===== config.mk =====
export PLATFORM = sky130hd
export DESIGN_NAME = pll_feedback_divider_config
export DESIGN_NICKNAME = d
export VERILOG_FILES = /design/src/rtl/pll_fb_cfg_pkg.sv /design/src/rtl/fb_divider.sv /design/src/rtl/pll_feedback_divider_config.sv
export SDC_FILE = /design/constraint.sdc
export NUM_CORES = 1
export LEC_CHECK = 0
export ABC_AREA = 1
export ABC_CLOCK_PERIOD_IN_PS = 5300
export CAP_MARGIN = 20
export CORE_MARGIN = 1
export CORE_UTILIZATION = 55
export CTS_BUF_LIST = sky130_fd_sc_hd__clkbuf_8
export CTS_CLUSTER_SIZE = 12
export DETAILED_ROUTE_END_ITERATION = 8
export DONT_BUFFER_PORTS = 1
export PLACE_DENSITY = 0.7
export RECOVER_POWER = 50
export SYNTH_ARGS = -nofsm -noshare
export SYNTH_HDL_FRONTEND = slang
export SYNTH_SLANG_ARGS = --single-unit

===== constraint.sdc =====
create_clock -name core_clk_in -period 5.3 [get_ports core_clk_in]
set_clock_uncertainty 0.15 [all_clocks]
set_input_delay 1.06 -clock core_clk_in [delete_from_list [all_inputs] [get_ports core_clk_in]]
set_output_delay 1.06 -clock core_clk_in [all_outputs]
set_load 0.005 [all_outputs]

===== src/rtl/pll_fb_cfg_pkg.sv =====
package pll_fb_cfg_pkg;

  ////////////////////////////////////////////////////////////////////////////
  // Register offsets, as seen on the plain register port
  localparam logic [7:0] ADDR_PUMP_CTRL    = 8'h39;
  localparam logic [7:0] ADDR_FB_INT_HIGH  = 8'h3a;
  localparam logic [7:0] ADDR_FB_INT_LOW   = 8'h3b;
  localparam logic [7:0] ADDR_FRAC_NUM_HI  = 8'h3c;
  localparam logic [7:0] ADDR_FRAC_NUM_MID = 8'h3d;
  localparam logic [7:0] ADDR_FRAC_NUM_LO  = 8'h3e;
  localparam logic [7:0] ADDR_FRAC_DEN_HI  = 8'h3f;
  localparam logic [7:0] ADDR_FRAC_DEN_MID = 8'h40;
  localparam logic [7:0] ADDR_FRAC_DEN_LO  = 8'h41;
  localparam logic [7:0] ADDR_MOD_CTRL     = 8'h42;
  localparam logic [7:0] ADDR_LF_R2        = 8'h43;
  localparam int         REG_COUNT         = 11;
  localparam int         REG_IDX_W         = 4;

  // Register indices, offset minus the first offset
  localparam int IDX_PUMP_CTRL    = 0;
  localparam int IDX_FB_INT_HIGH  = 1;
  localparam int IDX_FB_INT_LOW   = 2;
  localparam int IDX_FRAC_NUM_HI  = 3;
  localparam int IDX_FRAC_NUM_MID = 4;
  localparam int IDX_FRAC_NUM_LO  = 5;
  localparam int IDX_FRAC_DEN_HI  = 6;
  localparam int IDX_FRAC_DEN_MID = 7;
  localparam int IDX_FRAC_DEN_LO  = 8;
  localparam int IDX_MOD_CTRL     = 9;
  localparam int IDX_LF_R2        = 10;

  ////////////////////////////////////////////////////////////////////////////
  // Field positions
  localparam int PUMP_DBL_BIT   = 4;
  localparam int PUMP_RSV_BIT   = 5;
  localparam int MOD_ORDER_LSB  = 0;
  localparam int MOD_DITHER_LSB = 2;

  // Reset values, per register index
  localparam logic [7:0] REG_RST [REG_COUNT] = '{
    8'h18, 8'h00, 8'h66, 8'h00, 8'h00, 8'h00, 8'h00, 8'h00, 8'h00, 8'h0c, 8'h24};

  // Implemented bits, per register index; the rest read zero
  localparam logic [7:0] REG_MASK [REG_COUNT] = '{
    8'h3f, 8'h0f, 8'hff, 8'h3f, 8'hff, 8'hff, 8'h3f, 8'hff, 8'hff, 8'h0f, 8'h3f};

  ////////////////////////////////////////////////////////////////////////////
  // Charge pump current, in units of 0.1 mA
  localparam logic [3:0] CP_CODE_MAX_STEP = 4'h7;
  localparam logic [3:0] CP_CODE_HIGH     = 4'h8;
  localparam logic [6:0] CP_STEP_100UA    = 7'h04;
  localparam logic [6:0] CP_HIGH_100UA    = 7'h40;

  // Modulator modes
  localparam logic [1:0] ORDER_INTEGER  = 2'h0;
  localparam logic [1:0] DITHER_DISABLE = 2'h3;

  ////////////////////////////////////////////////////////////////////////////
  // Register port request
  typedef struct packed {
    logic [7:0] addr;
    logic [7:0] wdata;
    logic       wr;
    logic       rd;
  } reg_req_t;

  // Configuration seen by the analogue loop and the divider
  typedef struct packed {
    logic        primary_ref_doubler_en;
    logic [3:0]  charge_pump_gain_code;
    logic [11:0] feedback_int_divider;
    logic [21:0] frac_numerator;
    logic [21:0] frac_denominator;
    logic [1:0]  modulator_order_sel;
    logic [1:0]  modulator_dither_sel;
    logic [5:0]  loop_filter_resistor_code;
  } pll_cfg_t;

endpackage


===== src/rtl/fb_divider.sv =====
`timescale 1ns/1ps
module fb_divider
  import pll_fb_cfg_pkg::*;
(
  // Clock and reset
  input  wire logic        core_clk_in,
  input  wire logic        sys_rst_in,
  // Divider input and settings
  input  wire logic        fb_tick_in,
  input  wire logic [11:0] div_code_in,
  input  wire logic        frac_en_in,
  input  wire logic [21:0] num_in,
  input  wire logic [21:0] den_in,
  // Divided output
  output logic             fb_pulse_out
);

  logic [12:0] cnt_ff;
  logic        carry_ff;
  logic [22:0] acc_ff;
  logic        fb_pulse_ff;
  logic [11:0] eff_n;
  logic [12:0] target;
  logic [22:0] acc_sum;
  logic        carry;
  logic        wrap;

  ////////////////////////////////////////////////////////////////////////////
  // Ratio for this output period; codes 0 and 1 both divide by one
  always_comb
  begin
    eff_n   = (div_code_in < 12'h002) ? 12'h001 : div_code_in;
    target  = {1'b0, eff_n} + {12'h000, carry_ff};
    acc_sum = acc_ff + {1'b0, num_in};
    carry   = frac_en_in && (den_in != 22'h000000) && (acc_sum >= {1'b0, den_in});
    wrap    = fb_tick_in && ((cnt_ff + 13'h0001) >= target);
  end

  // Tick counter, live compare so a new ratio acts at once
  always_ff @(posedge core_clk_in)
  begin
    if (sys_rst_in)
      cnt_ff <= 13'h0000;
    else if (fb_tick_in)
      cnt_ff <= wrap ? 13'h0000 : cnt_ff + 13'h0001;
  end

  // First-order accumulator; numerator must stay below denominator
  always_ff @(posedge core_clk_in)
  begin
    if (sys_rst_in)
    begin
      acc_ff   <= 23'h000000;
      carry_ff <= 1'b0;
    end
    else if (wrap)
    begin
      acc_ff   <= !frac_en_in ? 23'h000000 : carry ? acc_sum - {1'b0, den_in} : acc_sum;
      carry_ff <= carry;
    end
  end

  // Registered output pulse, one per divided period
  always_ff @(posedge core_clk_in)
  begin
    if (sys_rst_in)
      fb_pulse_ff <= 1'b0;
    else
      fb_pulse_ff <= wrap;
  end

  assign fb_pulse_out = fb_pulse_ff;
endmodule


===== src/rtl/pll_feedback_divider_config.sv =====
// The plain strobed port was left to the implementer.
`timescale 1ns/1ps

// How it works
// - The integer feedback ratio is one 12-bit value built from the two divider registers.
// - Ratio bits 11:8 sit in bits 3:0 of the upper divider register, reset zero, top bits read 0.
// - Ratio bits 7:0 fill the lower divider register, which resets to 0x66.
// - In integer mode codes 0 and 1 divide by one and every other code divides by exactly its value.
// - The 22-bit numerator spans three registers, bits 21:16 in the low six of the first.
// - The 22-bit denominator spans three registers in the same way, all reset to zero.
// - Modulator order is bits 1:0, reset 0, where 0 is integer and 1 to 3 pick the order.
// - Dither is bits 3:2, reset 3, where 0 weak, 1 medium, 2 strong and 3 off.
// - Bit 4 of the pump register enables the primary doubler and resets to one.
// - Pump gain bits 3:0 reset to 8; codes 1 to 7 give 0.4 mA steps and 8 gives 6.4 mA.
// - The six-bit loop filter R2 code resets to 0x24 and every code is accepted.
module pll_feedback_divider_config
  import pll_fb_cfg_pkg::*;
(
  // Clock and reset
  input  wire logic  core_clk_in,
  input  wire logic  sys_rst_in,
  // Register port
  input  reg_req_t   req_in,
  output logic [7:0] rd_data_out,
  // Configuration to the loop
  output pll_cfg_t   cfg_out,
  output logic [6:0] cp_current_out,
  output logic       frac_mode_out,
  output logic       dither_on_out,
  // Feedback divider
  input  wire logic  fb_tick_in,
  output logic       fb_pulse_out
);

  logic [7:0]           regs_ff [REG_COUNT];
  logic [7:0]           rd_data_ff;
  logic [6:0]           cp_current_ff;
  logic [7:0]           rel_addr;
  logic [REG_IDX_W-1:0] idx;
  logic                 hit;
  logic [6:0]           nxt_cp_current;

  ////////////////////////////////////////////////////////////////////////////
  // Address decode; offsets outside the bank read zero and drop writes
  always_comb
  begin
    rel_addr = req_in.addr - ADDR_PUMP_CTRL;
    idx      = rel_addr[REG_IDX_W-1:0];
    hit      = (req_in.addr >= ADDR_PUMP_CTRL) && (req_in.addr <= ADDR_LF_R2);
  end

  // One storage entry per register, masked so reserved bits other than pump bit 5 stay zero
  for (genvar i = 0; i < REG_COUNT; i++)
  begin : g_reg
    always_ff @(posedge core_clk_in)
    begin
      if (sys_rst_in)
        regs_ff[i] <= REG_RST[i];
      else if (req_in.wr && hit && (idx == REG_IDX_W'(i)))
        regs_ff[i] <= req_in.wdata & REG_MASK[i];
    end
  end

  // Read data stand for exactly the cycle after the strobe
  always_ff @(posedge core_clk_in)
  begin
    if (sys_rst_in)
      rd_data_ff <= 8'h00;
    else if (req_in.rd && hit)
      rd_data_ff <= regs_ff[idx];
    else
      rd_data_ff <= 8'h00;
  end

  assign rd_data_out = rd_data_ff;

  ////////////////////////////////////////////////////////////////////////////
  // Field assembly; bytes are used as written, with no staging
  always_comb
  begin
    cfg_out.primary_ref_doubler_en    = regs_ff[IDX_PUMP_CTRL][PUMP_DBL_BIT];
    cfg_out.charge_pump_gain_code     = regs_ff[IDX_PUMP_CTRL][3:0];
    cfg_out.feedback_int_divider      = {regs_ff[IDX_FB_INT_HIGH][3:0],
                                         regs_ff[IDX_FB_INT_LOW]};
    cfg_out.frac_numerator            = {regs_ff[IDX_FRAC_NUM_HI][5:0],
                                         regs_ff[IDX_FRAC_NUM_MID],
                                         regs_ff[IDX_FRAC_NUM_LO]};
    cfg_out.frac_denominator          = {regs_ff[IDX_FRAC_DEN_HI][5:0],
                                         regs_ff[IDX_FRAC_DEN_MID],
                                         regs_ff[IDX_FRAC_DEN_LO]};
    cfg_out.modulator_order_sel       = regs_ff[IDX_MOD_CTRL][MOD_ORDER_LSB+:2];
    cfg_out.modulator_dither_sel      = regs_ff[IDX_MOD_CTRL][MOD_DITHER_LSB+:2];
    cfg_out.loop_filter_resistor_code = regs_ff[IDX_LF_R2][5:0];
  end

  // Mode flags for the modulator
  assign frac_mode_out = cfg_out.modulator_order_sel != ORDER_INTEGER;
  assign dither_on_out = cfg_out.modulator_dither_sel != DITHER_DISABLE;

  ////////////////////////////////////////////////////////////////////////////
  // Pump current decode; undefined codes give zero rather than a guess
  always_comb
  begin
    nxt_cp_current = 7'h00;
    if (cfg_out.charge_pump_gain_code == CP_CODE_HIGH)
      nxt_cp_current = CP_HIGH_100UA;
    else if (cfg_out.charge_pump_gain_code <= CP_CODE_MAX_STEP)
      nxt_cp_current = 7'(cfg_out.charge_pump_gain_code * CP_STEP_100UA);
  end

  always_ff @(posedge core_clk_in)
  begin
    if (sys_rst_in)
      cp_current_ff <= CP_HIGH_100UA;
    else
      cp_current_ff <= nxt_cp_current;
  end

  assign cp_current_out = cp_current_ff;

  ////////////////////////////////////////////////////////////////////////////
  // Feedback divider; only first-order carries are produced here
  fb_divider u_fb_divider (
    .core_clk_in  (core_clk_in),
    .sys_rst_in   (sys_rst_in),
    .fb_tick_in   (fb_tick_in),
    .div_code_in  (cfg_out.feedback_int_divider),
    .frac_en_in   (frac_mode_out),
    .num_in       (cfg_out.frac_numerator),
    .den_in       (cfg_out.frac_denominator),
    .fb_pulse_out (fb_pulse_out)
  );
endmodule


==> results_dict.tcl <==
set metrics [dict create \
    viasPerCell 5.76 \
    route.met3.wl_um 2600 \
    rsz0062_at_grt "false" \
    cts_setup_buffers 0 \
    pin_count 110 \
    dpl_worst_slack_ns 0.445 \
    start_kind "flop" \
    drtAntennaViolNets 0 \
    track_usage_pct 33.5 \
    globalplace.congestion 0.999 \
    tightest_slew_ns 1.17 \
    clk_pin_slew_ns 0.09 \
    cp.arrival_ns 4.83 \
    grt_pass1_vias 7524 \
    cts_num_sinks 123 \
    slew_headroom_pct 22.0 \
    start_util_pct 56.1 \
    clk_path_buf_depth 2 \
    slew_violations 0 \
    fin_nets 1280 \
    p_per_area_mw_per_mm2 287 \
    min_period_ns 4.63 \
    fp.dieW_um 129 \
    grt_pass1_wl_um 41400 \
    insertion_delay_ns 0.47 \
    antenna_cells 0 \
    route.detailed.drc 0 \
    wl_per_cell_um 19.4 \
    syn-mean-instance-area_sq_um 7.42 \
    wl_met2_um 12400 \
    p_leak_nw 4.36 \
    vias 8183 \
    top_layer "met5" \
    core_area_sq_mm 0.0158 \
    outcome "complete, no violations" \
    ys_types 57 \
    timing.final.ws_setup_ns 0.665 \
    synth_cells 1197 \
    cts_root_buf "clkbuf_8" \
    p_seq_share_pct 41.4 \
    required_ns 5.50 \
    p_sw_share_pct 37.9 \
    seq_area_sq_mm 0.00318 \
    drive_gt1_share_pct 5.89 \
    synth_area_sq_mm 0.00889 \
    final-hold-violation-count 0 \
    drt_iter0_markers 687 \
    p_switching_w 0.00103 \
    htreeDepth 4 \
    firstDrtPassIters 7 \
    ys_seq_area_share_pct 35.8 \
    p_clk_share_pct 32.4 \
    setup_tns_ns 0 \
    maxCapViolCount 0 \
    yosys_most_used_dff "edfxtp_1" \
    irDropWorstVdd_uv 210 \
    multi_input_area_sq_mm 0.00486 \
    hpwl_um 21400 \
    grt_max_degree 29 \
    async_flop_share_pct 0 \
    path_class "reg2reg" \
    row_count 46 \
    wl_met1_um 11500 \
    syn2layout_area_growth_pct 6.05 \
    die_h_um 129 \
    fmax_mhz 216 \
    grt.overflow.total 0 \
    cp-end-kind "flop" \
    cts_buffers 17 \
    synth_seq_cells 123 \
    antenna_found_initial 1 \
    io_buffers 0 \
    min_period_over_period_pct 87.4 \
    finalSetupViolCount 0 \
    die-area_sq_mm 0.0167 \
    min_path_type "reg2reg" \
    n_fill_cell 1484 \
    internal_power_w 0.00168 \
    routed_wl_um 27500 \
    p_comb_share_pct 26.1 \
    cts_tree "built" \
    critical_path.max_fanout 14 \
    synth_edf_count 72 \
    yosysWarnings 0 \
]
flip-flops by register name, summed over array words and instances, names as in the netlist:
| register | count |
|---|---|
| rd_data_out | 8 |
| regs_ff | 72 |
| u_fb_divider.cnt_ff | 13 |
| u_fb_divider.acc_ff | 23 |
| u_fb_divider.carry_ff | 1 |
| cp_current_out | 5 |
| u_fb_divider.fb_pulse_out | 1 |
logic make-up (layout without fill, tap and decap cells):
family                   Yosys count  in the layout  synth area share [%]
AO/OA/AOI/OAI                    203            203                  13.3
buffers and inverters            205            211                  9.49
other                              1              3                0.0422
XOR/XNOR                          52             52                  5.13
adder cells (fa/ha/maj)           67             67                  9.60
flip-flops                       123            123                  35.8
AND/OR/NAND/NOR                  546            546                  26.6
worst max-delay path, cell delays in order, from the launching register on:
cell and delay (ns):
edfxtp_1 0.55, nor4_1 0.33, a31o_2 0.20, ha_1 0.16
nand3_1 0.11, nor3_1 0.25, inv_1 0.09, nor4_1 0.36
nand3_1 0.16, xor2_1 0.16, inv_1 0.05, ha_1 0.32
nand4_1 0.13, nor3_1 0.15, nand2_1 0.09, nand3_1 0.08
nand2_1 0.17, nand2_2 0.39, clkinvlp_4 0.40, nand2_1 0.15
o21ai_1 0.07
cells in the mapped netlist, types with 3 or more instances:
| cell | number | area, sq um |
|---|---|---|
| a21oi_1 | 73 | 365 |
| xor2_1 | 35 | 307 |
| buf_4 | 8 | 60.1 |
| o21ai_1 | 5 | 25.0 |
| o211ai_2 | 3 | 37.5 |
| edfxtp_1 | 72 | 2160 |
| nand2_2 | 9 | 56.3 |
| nand2_1 | 253 | 950 |
| buf_2 | 3 | 15.0 |
| xnor2_1 | 17 | 149 |
| dfxtp_1 | 51 | 1020 |
| ha_1 | 65 | 813 |
| clkinv_1 | 4 | 15.0 |
| o21bai_1 | 6 | 45.0 |
| nand3_1 | 56 | 280 |
| a211oi_1 | 7 | 52.6 |
| inv_2 | 3 | 11.3 |
| nor2_2 | 3 | 18.8 |
| a22o_1 | 3 | 26.3 |
| clkbuf_1 | 17 | 63.8 |
| o211ai_1 | 6 | 45.0 |
| a22oi_1 | 8 | 60.1 |
| nand3_2 | 5 | 50.1 |
| nor4_1 | 9 | 56.3 |
| o21ai_0 | 73 | 365 |
| nor2_1 | 155 | 582 |
| inv_1 | 163 | 612 |
| a21o_1 | 5 | 37.5 |
| nand4_1 | 24 | 150 |
| nor3_1 | 20 | 100 |
metrics by stage:
step           utilization [%]  std cells  hold WS [ns]  instance area, sq um  total power [W]
2_1_floorplan                -       1199         0.280                  8890          0.00165
3_3_place_gp              56.9       1385         0.291                  9000          0.00183
3_5_place_dp              56.9       1385         0.298                  9000          0.00183
4_1_cts                   59.5       1417         0.314                  9410          0.00269
5_1_grt                   59.5       1421         0.326                  9420          0.00282
6_report                  59.5       1421         0.310                  9420          0.00270
power groups by stage:
stage          logic, W  registers, W  clock network (W)
2_1_floorplan  0.000542       0.00111                  0
3_3_place_gp   0.000687       0.00114                  0
3_5_place_dp   0.000687       0.00114                  0
4_1_cts        0.000691       0.00112           0.000878
5_1_grt        0.000780       0.00112           0.000914
6_report       0.000706       0.00112           0.000877
layer usage:
layer,vias up,global-route usage (%)
met3,75,8.59
met4,2,13.6
met5,-,0
met2,371,53.5
met1,3775,43.4
li1,3960,-
final timing paths:
| path | end | slack [ns] | startpoint | depth (start not counted) |
|---|---|---|---|---|
| setup / recovery | u_fb_divider.acc_ff[7]$_SDFFE_PP0P_ | 0.67 | regs_ff[1][2]$_SDFFCE_PN0P_ | 20 |
| hold / removal | u_fb_divider.acc_ff[20]$_SDFFE_PP0P_ | 0.31 | u_fb_divider.acc_ff[20]$_SDFFE_PP0P_ | 2 |
| setup reg to reg | u_fb_divider.acc_ff[7]$_SDFFE_PP0P_ | 0.67 | regs_ff[1][2]$_SDFFCE_PN0P_ | 20 |
| hold reg to reg | u_fb_divider.acc_ff[20]$_SDFFE_PP0P_ | 0.31 | u_fb_divider.acc_ff[20]$_SDFFE_PP0P_ | 2 |
cell type report:
type	count	share of cell area (%)
well taps	216	2.87
clock inverters	15	1.85
inverters	171	6.90
repair buffers	7	0.478
multi-input cells	871	51.6
clock buffers	17	2.48
repair inverters	1	0.0797
flip-flops and latches	123	33.8
cell usage in the layout (no fill, tap or decap), drive strengths merged, types with 3 or more instances in the layout:
| cell type | instances |
|---|---|
| a211oi | 7 |
| a21o | 5 |
| a21oi | 73 |
| a22o | 3 |
| a22oi | 8 |
| clkbuf | 22 |
| clkinv | 6 |
| clkinvlp | 5 |
| conb | 3 |
| dfxtp | 51 |
| edfxtp | 72 |
| ha | 65 |
| inv | 175 |
| nand2 | 263 |
| nand3 | 62 |
| nand4 | 24 |
| nor2 | 159 |
| nor3 | 22 |
| nor4 | 9 |
| o211ai | 9 |
| o21ai | 80 |
| o21bai | 6 |
| xnor2 | 17 |
| xor2 | 35 |
timing repair:
item                                    in CTS  in global routing
hold buffers                                 0                  0
gates resized for setup                      0                  3
endpoints found under the setup margin       0                 20
(Power assumes the default switching activity.)
